==> src/i2c_master_defs.svh <==
/*
  Register indices, byte addresses, bit positions and reset values of the I2C master.
  Assumes inclusion by bare name from design files that need these constants.
*/
`ifndef I2C_MASTER_DEFS_SVH
`define I2C_MASTER_DEFS_SVH

// Register indices; byte address is four times the index
`define CTRL_IDX 10'h0e1
`define DATA_IDX 10'h0e2
`define STAT_IDX 10'h0e3
`define MASK_IDX 10'h0e4
`define IEN_IDX 10'h0ea

// Control and irq enable register bit positions
`define ON_BIT 7
`define ACKSEL_BIT 6
`define DONE_BIT 5
`define ACKIN_BIT 4
`define START_BIT 3
`define STOP_BIT 2
`define IEN_BIT 7

// Status and mask bit positions
`define ST_DONE_BIT 0
`define ST_NACK_BIT 1

// Reset values
`define RATE_RST 2'h0
`define STOP_RST 1'h1

// Bit counter: eight data bits then the acknowledge slot
`define ACK_SLOT 4'h8

`endif

==> src/i2c_master_pkg.sv <==
/*
  Types shared by the I2C master modules.
  Assumes the compile order puts this file before its users.
*/
package i2c_master_pkg;

  // Bus sequencer states, Gray along idle-start-hold-byte-stop
  typedef enum logic [2:0] {
    ST_IDLE = 3'h0,
    ST_START = 3'h1,
    ST_HOLD = 3'h3,
    ST_BYTE = 3'h2,
    ST_STOP = 3'h6
  } seq_state_type;

  // Quarter phases of one SCL period
  typedef logic [1:0] phase_type;

endpackage : i2c_master_pkg

==> src/scl_tick_if.sv <==
/*
  Carrier between the sequencer and the SCL quarter-tick generator.
  Assumes both ends share pclk.
*/
interface scl_tick_if;
  logic [1:0] rate_sel; // Divider code from software
  logic run;            // Counter runs while high
  logic tick;           // One-cycle quarter-period pulse

  modport ctrl (output rate_sel, output run, input tick);
  modport gen (input rate_sel, input run, output tick);
endinterface : scl_tick_if

==> src/i2c_scl_tick.sv <==
/*
  Quarter-period tick generator for SCL: Fsys/4, /16, /64, /256.
  Assumes pclk domain and asynchronous active-low reset.
*/
module i2c_scl_tick #(
  parameter int CNT_W = 6
) (
  // Clock and reset
  input wire logic pclk,
  input wire logic presetn,
  // Sequencer side
  scl_tick_if.gen tk
);

  logic [CNT_W-1:0] cnt_q; // Cycles within the current quarter
  logic tick_q;            // Registered pulse

  // Last count of a quarter: 0, 3, 15 or 63, for quarters of 1, 4, 16 or 64 cycles
  function automatic logic [CNT_W-1:0] quarter_last(input logic [1:0] code);
    logic [CNT_W-1:0] v;
    v = CNT_W'((1 << (2 * code)) - 1);
    return v;
  endfunction : quarter_last

  // Counter restarts when idle so the first quarter is whole
  always_ff @(posedge pclk or negedge presetn) begin
    if (!presetn) begin
      cnt_q <= '0;
      tick_q <= 1'b0;
    end else if (!tk.run) begin
      cnt_q <= '0;
      tick_q <= 1'b0;
    end else if (cnt_q >= quarter_last(tk.rate_sel)) begin
      cnt_q <= '0;
      tick_q <= 1'b1;
    end else begin
      cnt_q <= cnt_q + 1'b1;
      tick_q <= 1'b0;
    end
  end

  assign tk.tick = tick_q;

endmodule : i2c_scl_tick

==> src/i2c_master_controller.sv <==
/*
  Byte-oriented I2C master behind an APB slave: control, shift data,
  interrupt status, mask and enable registers, open-drain SCL and SDA.
  Assumes a single pclk domain; bus pins arrive asynchronously and are
  synchronised here; an external pull-up resolves the open-drain lines.
*/
// The APB register port was left to the implementer.
// Operation
// - Controller works only while enable bit set
// - Receive acknowledge slot drives selected ACK/NACK
// - Each finished byte sets done flag
// - Writing zero clears done flag
// - Slave acknowledge captured in read-only bit
// - Start bit launches START condition
// - Stop bit sends STOP; reads one after reset
// - Rate code divides system clock 4..256
// - Data register shifts bytes out and in
// - Data write resumes transmit between START/STOP
// - Data read resumes receive between START/STOP
// - Interrupt raised only when enable bit set
`include "i2c_master_defs.svh"

module i2c_master_controller (
  // Clock and reset
  input wire logic pclk,
  input wire logic presetn,
  // APB slave
  input wire logic psel,
  input wire logic penable,
  input wire logic pwrite,
  input wire logic [11:0] paddr,
  input wire logic [31:0] pwdata,
  output logic [31:0] prdata,
  output logic pready,
  output logic pslverr,
  // I2C clock line, open drain
  input wire logic scl_in,
  output logic scl_out,
  output logic scl_oe,
  // I2C data line, open drain
  input wire logic sda_in,
  output logic sda_out,
  output logic sda_oe,
  // Interrupt
  output logic irq
);

  // Control, data, irq enable, status and mask register fields
  logic on_q;          // controller_on
  logic ack_sel_q;     // ack_out_select
  logic done_q;        // byte_done_flag
  logic ack_in_q;      // ack_in_status
  logic start_q;       // start_request
  logic stop_q;        // stop_request
  logic [1:0] rate_q;  // scl_rate_select
  logic [7:0] shift_q; // master_shift_reg
  logic irq_en_q;      // byte_done_irq_en
  logic [1:0] stat_q;  // Sticky events, cleared by read
  logic [1:0] mask_q;  // Event mask, same layout

  // Sequencer
  i2c_master_pkg::seq_state_type state_q;
  i2c_master_pkg::phase_type phase_q;
  logic [3:0] bit_q;   // Bit within byte, 8 is the acknowledge slot
  logic rx_q;          // Current byte is a receive

  // Pin synchronisers and drivers
  logic scl_m_q, scl_s_q; // First stage read only by second
  logic sda_m_q, sda_s_q;
  logic scl_oe_q, sda_oe_q;
  logic scl_d, sda_d;

  // APB answer and interrupt registers
  logic [31:0] prdata_q;
  logic pready_q;
  logic pslverr_q;
  logic irq_q;

  // Tick generator link
  scl_tick_if tk ();

  i2c_scl_tick #(.CNT_W(6)) u_tick (
    .pclk(pclk),
    .presetn(presetn),
    .tk(tk)
  );

  assign tk.rate_sel = rate_q;
  assign tk.run = on_q && (state_q != i2c_master_pkg::ST_IDLE || start_q);

  // Address decode of the word index
  function automatic logic idx_hit(input logic [11:0] a, input logic [9:0] idx);
    return a[11:2] == idx;
  endfunction : idx_hit

  logic hit_ctrl, hit_data, hit_stat, hit_mask, hit_ien, hit_any;
  assign hit_ctrl = idx_hit(paddr, `CTRL_IDX);
  assign hit_data = idx_hit(paddr, `DATA_IDX);
  assign hit_stat = idx_hit(paddr, `STAT_IDX);
  assign hit_mask = idx_hit(paddr, `MASK_IDX);
  assign hit_ien = idx_hit(paddr, `IEN_IDX);
  assign hit_any = hit_ctrl | hit_data | hit_stat | hit_mask | hit_ien;

  // Access edge: the one where pready is seen high
  logic acc, wr, rd;
  assign acc = psel && penable && pready_q;
  assign wr = acc && pwrite;
  assign rd = acc && !pwrite;

  // Sequencer events
  logic adv, last_ph, in_hold, byte_end, go_tx, go_rx, stop_pend;
  // Phase 2 waits for SCL really high so a stretching slave is honoured
  assign adv = tk.tick && (phase_q != 2'h2 || scl_s_q);
  assign last_ph = adv && phase_q == 2'h3;
  assign in_hold = state_q == i2c_master_pkg::ST_HOLD;
  assign byte_end = last_ph && state_q == i2c_master_pkg::ST_BYTE && bit_q == `ACK_SLOT;
  assign go_tx = wr && hit_data && in_hold;
  assign go_rx = rd && hit_data && in_hold;
  assign stop_pend = stop_q && state_q != i2c_master_pkg::ST_IDLE;

  // Read mux for the answer phase
  logic [31:0] rd_mux;
  always_comb begin
    rd_mux = 32'h0;
    if (hit_ctrl) begin
      rd_mux[7:0] = {on_q, ack_sel_q, done_q, ack_in_q, start_q, stop_q, rate_q};
    end else if (hit_data) begin
      rd_mux[7:0] = shift_q;
    end else if (hit_stat) begin
      rd_mux[1:0] = stat_q;
    end else if (hit_mask) begin
      rd_mux[1:0] = mask_q;
    end else if (hit_ien) begin
      rd_mux[`IEN_BIT] = irq_en_q;
    end
  end

  // APB answer one cycle into the access phase; unmapped gives an error
  always_ff @(posedge pclk or negedge presetn) begin
    if (!presetn) begin
      pready_q <= 1'b0;
      prdata_q <= 32'h0;
      pslverr_q <= 1'b0;
    end else begin
      pready_q <= psel && penable && !pready_q;
      prdata_q <= (psel && penable && !pready_q && !pwrite) ? rd_mux : 32'h0;
      pslverr_q <= psel && penable && !pready_q && !hit_any;
    end
  end

  // Software-owned control bits
  always_ff @(posedge pclk or negedge presetn) begin
    if (!presetn) begin
      on_q <= 1'b0;
      ack_sel_q <= 1'b0;
      rate_q <= `RATE_RST;
      irq_en_q <= 1'b0;
      mask_q <= 2'h0;
    end else begin
      if (wr && hit_ctrl) begin
        on_q <= pwdata[`ON_BIT];
        ack_sel_q <= pwdata[`ACKSEL_BIT];
        rate_q <= pwdata[1:0];
      end
      if (wr && hit_ien) begin
        irq_en_q <= pwdata[`IEN_BIT];
      end
      if (wr && hit_mask) begin
        mask_q <= pwdata[1:0];
      end
    end
  end

  // Start request: set by software, cleared once START is on the bus
  always_ff @(posedge pclk or negedge presetn) begin
    if (!presetn) begin
      start_q <= 1'b0;
    end else if (last_ph && state_q == i2c_master_pkg::ST_START) begin
      start_q <= 1'b0;
    end else if (wr && hit_ctrl && pwdata[`START_BIT]) begin
      start_q <= 1'b1;
    end
  end

  // Stop request: reads one while the bus is stopped
  always_ff @(posedge pclk or negedge presetn) begin
    if (!presetn) begin
      stop_q <= `STOP_RST;
    end else if (state_q == i2c_master_pkg::ST_IDLE && on_q && start_q) begin
      stop_q <= 1'b0;
    end else if (wr && hit_ctrl && pwdata[`STOP_BIT]) begin
      stop_q <= 1'b1;
    end
  end

  // Done flag: hardware set wins over a write of zero
  always_ff @(posedge pclk or negedge presetn) begin
    if (!presetn) begin
      done_q <= 1'b0;
    end else if (byte_end) begin
      done_q <= 1'b1;
    end else if (wr && hit_ctrl && !pwdata[`DONE_BIT]) begin
      done_q <= 1'b0;
    end
  end

  // Sticky status: read clears, a same-cycle event survives
  always_ff @(posedge pclk or negedge presetn) begin
    if (!presetn) begin
      stat_q <= 2'h0;
    end else begin
      if (rd && hit_stat) begin
        stat_q <= 2'h0;
      end
      if (byte_end) begin
        stat_q[`ST_DONE_BIT] <= 1'b1;
      end
      if (byte_end && !rx_q && ack_in_q) begin
        stat_q[`ST_NACK_BIT] <= 1'b1;
      end
    end
  end

  // Interrupt level, gated by the enable bit and the mask
  always_ff @(posedge pclk or negedge presetn) begin
    if (!presetn) begin
      irq_q <= 1'b0;
    end else begin
      irq_q <= irq_en_q && |(stat_q & mask_q);
    end
  end

  // Two-flop synchronisers on the bus pins
  always_ff @(posedge pclk or negedge presetn) begin
    if (!presetn) begin
      scl_m_q <= 1'b1;
      scl_s_q <= 1'b1;
      sda_m_q <= 1'b1;
      sda_s_q <= 1'b1;
    end else begin
      scl_m_q <= scl_in;
      scl_s_q <= scl_m_q;
      sda_m_q <= sda_in;
      sda_s_q <= sda_m_q;
    end
  end

  // Shift register: software load, bus sample in the high phase
  always_ff @(posedge pclk or negedge presetn) begin
    if (!presetn) begin
      shift_q <= 8'h0;
    end else if (wr && hit_data && state_q != i2c_master_pkg::ST_BYTE) begin
      shift_q <= pwdata[7:0];
    end else if (adv && phase_q == 2'h2 && state_q == i2c_master_pkg::ST_BYTE
                 && bit_q != `ACK_SLOT) begin
      shift_q <= {shift_q[6:0], sda_s_q};
    end
  end

  // Slave acknowledge after a transmitted byte
  always_ff @(posedge pclk or negedge presetn) begin
    if (!presetn) begin
      ack_in_q <= 1'b0;
    end else if (adv && phase_q == 2'h2 && state_q == i2c_master_pkg::ST_BYTE
                 && bit_q == `ACK_SLOT && !rx_q) begin
      ack_in_q <= sda_s_q;
    end
  end

  // Phase and bit counters
  always_ff @(posedge pclk or negedge presetn) begin
    if (!presetn) begin
      phase_q <= 2'h0;
      bit_q <= 4'h0;
    end else if (state_q == i2c_master_pkg::ST_IDLE || in_hold) begin
      phase_q <= 2'h0;
      bit_q <= 4'h0;
    end else if (adv) begin
      phase_q <= phase_q + 2'h1;
      if (last_ph) begin
        bit_q <= bit_q + 4'h1;
      end
    end
  end

  // Bus sequencer
  always_ff @(posedge pclk or negedge presetn) begin
    if (!presetn) begin
      state_q <= i2c_master_pkg::ST_IDLE;
      rx_q <= 1'b0;
    end else if (!on_q) begin
      state_q <= i2c_master_pkg::ST_IDLE;
    end else begin
      case (state_q)
        i2c_master_pkg::ST_IDLE: begin
          if (start_q) begin
            state_q <= i2c_master_pkg::ST_START;
          end
        end
        i2c_master_pkg::ST_START: begin
          if (last_ph) begin
            state_q <= i2c_master_pkg::ST_HOLD;
          end
        end
        // Waits with SCL low; a repeated START or STOP outranks data
        i2c_master_pkg::ST_HOLD: begin
          if (start_q) begin
            state_q <= i2c_master_pkg::ST_START;
          end else if (stop_pend) begin
            state_q <= i2c_master_pkg::ST_STOP;
          end else if (go_tx) begin
            state_q <= i2c_master_pkg::ST_BYTE;
            rx_q <= 1'b0;
          end else if (go_rx) begin
            state_q <= i2c_master_pkg::ST_BYTE;
            rx_q <= 1'b1;
          end
        end
        i2c_master_pkg::ST_BYTE: begin
          if (byte_end) begin
            state_q <= i2c_master_pkg::ST_HOLD;
          end
        end
        i2c_master_pkg::ST_STOP: begin
          if (last_ph) begin
            state_q <= i2c_master_pkg::ST_IDLE;
          end
        end
        default: begin
          state_q <= i2c_master_pkg::ST_IDLE;
        end
      endcase
    end
  end

  // Pull-down enables per state and quarter phase; SDA moves only in
  // low phases, except the START and STOP edges themselves
  logic bit_pull;
  always_comb begin
    scl_d = 1'b0;
    sda_d = 1'b0;
    if (bit_q == `ACK_SLOT) begin
      bit_pull = rx_q && !ack_sel_q;
    end else begin
      bit_pull = !rx_q && !shift_q[7];
    end
    case (state_q)
      i2c_master_pkg::ST_IDLE: begin
        scl_d = 1'b0;
        sda_d = 1'b0;
      end
      i2c_master_pkg::ST_START: begin
        scl_d = (phase_q == 2'h0) ? scl_oe_q : (phase_q == 2'h3);
        sda_d = phase_q >= 2'h2;
      end
      i2c_master_pkg::ST_HOLD: begin
        scl_d = 1'b1;
        sda_d = sda_oe_q;
      end
      i2c_master_pkg::ST_BYTE: begin
        scl_d = phase_q == 2'h0 || phase_q == 2'h3;
        // SDA holds while SCL falls, so a slave never sees a false START
        sda_d = (phase_q == 2'h3) ? sda_oe_q : bit_pull;
      end
      i2c_master_pkg::ST_STOP: begin
        scl_d = phase_q == 2'h0;
        sda_d = phase_q <= 2'h1;
      end
      default: begin
        scl_d = 1'b0;
        sda_d = 1'b0;
      end
    endcase
  end

  // Registered pin drivers; released while disabled
  always_ff @(posedge pclk or negedge presetn) begin
    if (!presetn) begin
      scl_oe_q <= 1'b0;
      sda_oe_q <= 1'b0;
    end else begin
      scl_oe_q <= on_q && scl_d;
      sda_oe_q <= on_q && sda_d;
    end
  end

  // Outputs straight from flip-flops; open-drain data is always low
  assign prdata = prdata_q;
  assign pready = pready_q;
  assign pslverr = pslverr_q;
  assign scl_out = 1'b0;
  assign sda_out = 1'b0;
  assign scl_oe = scl_oe_q;
  assign sda_oe = sda_oe_q;
  assign irq = irq_q;

endmodule : i2c_master_controller

==> config.mk <==
export PLATFORM = sky130hd
export DESIGN_NAME = i2c_master_controller
export DESIGN_NICKNAME = d
export VERILOG_FILES = /design/src/i2c_master_pkg.sv /design/src/scl_tick_if.sv /design/src/i2c_scl_tick.sv /design/src/i2c_master_controller.sv
export VERILOG_INCLUDE_DIRS = /design/src /design/src/src
export SDC_FILE = /design/constraint.sdc
export NUM_CORES = 1
export LEC_CHECK = 0
export ABC_AREA = 1
export BUFFER_PORTS_ARGS = -buffer_cell sky130_fd_sc_hd__buf_2
export CORE_MARGIN = 3
export CORE_UTILIZATION = 57
export CTS_CLUSTER_SIZE = 8
export DETAILED_ROUTE_END_ITERATION = 8
export PLACE_DENSITY = 0.86
export SYNTH_ARGS = -nofsm -noshare
export SYNTH_HDL_FRONTEND = slang
export SYNTH_SLANG_ARGS = --single-unit
==> constraint.sdc <==
create_clock -name pclk -period 4.39 [get_ports pclk]
set_input_delay 0.878 -clock pclk [delete_from_list [all_inputs] [get_ports pclk]]
set_output_delay 0.878 -clock pclk [all_outputs]
set_load 0.1 [all_outputs]
==> out/qor.txt <==
Status: completed
WP depth: 1
DIE WIDTH: 81.56 µm
CP max stage cell: buf_2
# resized after CTS: 0
Dpl hpwl: 5209 µm
Worst EP required: 3.51 ns
DR iter-0 viols: 263
Post-route setup TNS: 0 ns
DRT Wirelength: 6829 µm
Max-slew violation count: 0
Routed Antenna Nets: 0
Leakage: 1.825 nW
Synth Flop Type: dfrtp_1
GRT overflow: 0
Startpoint types: register
Die height: 81.56 µm
CP Buf/Inv Count: 1
First-pass GRT wire length: 11450 µm
Critical R2R Launch: rate_q[1]$_DFFE_PN0N_
Asr flop ratio synth: 1.000
Final nets: 513
DR WL/cell: 13.16 µm
Slew HR: 0.6138
Max incr delay on CP: 0.44 ns
Initial core utilization: 0.6137
Worst Path Class, Setup: reg -> out
Vias in the first global route: 2638
RSZ-0062 raised after global routing: false
Cell Pwr Density: 287.2 mW/mm²
EDFF count, synth: 0
Register-to-register setup slack: 2.45 ns
Gr usage total: 0.2224
CP arrival: 1.16 ns
Maximum vdd drop: 0.2150 mV
Leading cell type in the layout, fill and taps excluded: nand2_1
Sequential-to-total area share from yosys stat: 0.4248
Initial antenna violation count: 0
CP max FO: 4
Top layer in use: met4
Hold path depth: 0
#FFs+latches synth: 55
Vias: 2698
Met1 wire length: 2890 µm
Final hold vios: 0
Max Fclk: 0.4905 GHz
Met2 wire len: 3336 µm
TritonCTS clock tree: yes
Minimum clock period: 2.039 ns
Netlist Area Pre-Place: 0.003254 mm²
H-Tree Level Count: 2
Setup repair bufs after CTS: 0
Dominant cells by area after synthesis: dfrtp_1 38%, nand2_1 8.7%, buf_4 6.0%
Largest area contributor in the netlist: dfrtp_1
Fin crit share: 0.4644
Clock Root Buffer: clkbuf_8
Avg Vias per Cell: 5.198
Pin count of the biggest net entering global routing: 30
Worst-path clk slew: 0.12 ns
Synth Warn #: 0
Critical Path Sink Type: primary output
Actual slew at the worst max-slew pin: 0.5792 ns
# IOs: 90
DR DRC count: 0
RR Endpoint: u_tick.cnt_q[0]$_DFF_PN0_
Die area: 0.006652 mm²
Layout cells sized above 1: 0.1782
Hold_buf cts: 0
Mean post-synth cell area: 8.016 µm²
Met3 WL: 488 µm
CP delay by family, top: buffers and inverters
Sink Count: 55
FP Rows: 26
Clk_lat worst skew: 0.32 ns
RePlAce Congestion: 0.8829
Number of port buffers: 37
Max Cap Viol: 0
Reg2reg path depth: 9
Synth cell types: 37
Post-Syn Instances: 406
Final clock skew: 0.02194 ns
Most frequent cells in the layout: 75 x nand2_1, 50 x dfrtp_1, 48 x inv_1, 38 x nor2_1, 38 x nand3_1
Diode count: 0
Top cell type's share of synthesized area: 0.3845
Final hold slack: 0.3611 ns
Critical Path End: pready
Clock Path Buffers: 2
Drt first pass iters: 4
HP Class: reg -> reg
CP Cell Sequence: buf_2
Crit path from: pready$_DFF_PN0_
Setup violators final: 0
Synth-to-layout area growth: 8.574%
CORE AREA: 0.005303 mm²
CTS Buf Count: 5
==> how the worst min path moves through the flow <==
stage	start	end	slack, ns
detailed placement	sda_m_q$_DFF_PN1_	sda_s_q$_DFF_PN1_	0.35
finish	sda_m_q$_DFF_PN1_	sda_s_q$_DFF_PN1_	0.36
global placement	sda_m_q$_DFF_PN1_	sda_s_q$_DFF_PN1_	0.35
CTS	sda_m_q$_DFF_PN1_	sda_s_q$_DFF_PN1_	0.36
global route	sda_m_q$_DFF_PN1_	sda_s_q$_DFF_PN1_	0.36
floorplan	scl_m_q$_DFF_PN1_	scl_s_q$_DFF_PN1_	0.35
==> through the flow <==
stage	total power [mW]	instance area [µm²]	instances	worst slack, ns	utilization
after floorplan	0.6614	3348	431	2.464	-
after global placement	0.6721	3418	511	2.232	0.6446
after detailed placement	0.6734	3418	511	2.197	0.6446
after CTS	1.015	3533	519	2.355	0.6664
after global routing	1.048	3533	519	2.215	0.6664
final	1.015	3533	519	2.351	0.6664
==> logic make-up (layout without fill, tap and decap cells) <==
family	after synthesis	after routing	share of synthesized area
compound gates	55	55	0.08920
xor+xnor	5	5	0.01346
fa+ha+maj	14	14	0.05383
buf+inv	86	104	0.1319
flops	55	55	0.4248
other cells	1	26	0.001152
simple gates	190	190	0.2857
==> metal layers <==
metal / up-vias / track usage
met5: - / 0
met4: 0 / 0.07264
met3: 13 / 0.03728
met2: 96 / 0.3941
met1: 1252 / 0.2742
li1: 1337 / -
==> sequential cells by signal, indices dropped and copies added, names as in the netlist, 2 cells and up <==
| register | count |
|---|---|
| mask_q | 2 |
| stat_q | 2 |
| u_tick.cnt_q | 6 |
| prdata | 8 |
| bit_q | 4 |
| state_q | 3 |
| rate_q | 2 |
| shift_q | 8 |
| phase_q | 2 |
==> power breakdown <==
| part | leakage, nW | switching (mW) | total (mW) | internal [mW] |
|---|---|---|---|---|
| Sequential | 0.682 | 0.00159 | 0.513 | 0.511 |
| Clock | 0.0548 | 0.179 | 0.351 | 0.172 |
| Combinational | 1.09 | 0.136 | 0.151 | 0.0146 |
==> Yosys cell counts, types with 2 or more instances <==
cell	number
nand2_2	5
o21ai_0	17
dfstp_2	5
and2_1	3
o22ai_1	2
inv_1	48
nand4_1	8
dfrtp_1	50
nor2_1	38
buf_4	26
nand3_1	38
xnor2_1	2
nor2_2	3
nor2_8	2
nand2_4	2
ha_1	14
nand2_1	75
a21oi_1	25
o21ai_1	6
nand3_2	3
o211ai_1	2
nor3_1	7
xor2_1	3
inv_2	9
==> cell type report <==
cell class | count | area (µm²)
Tap cell | 70 | 87.58
Timing Repair Buffer | 38 | 192.7
Sequential cell | 55 | 1383
Multi-Input combinational cell | 290 | 1536
Fill cell | 458 | 1769
Clock buffer | 5 | 68.82
Inverter | 58 | 219.0
Clock inverter | 3 | 46.29
Note: power is estimated with default switching activity, not from simulation.
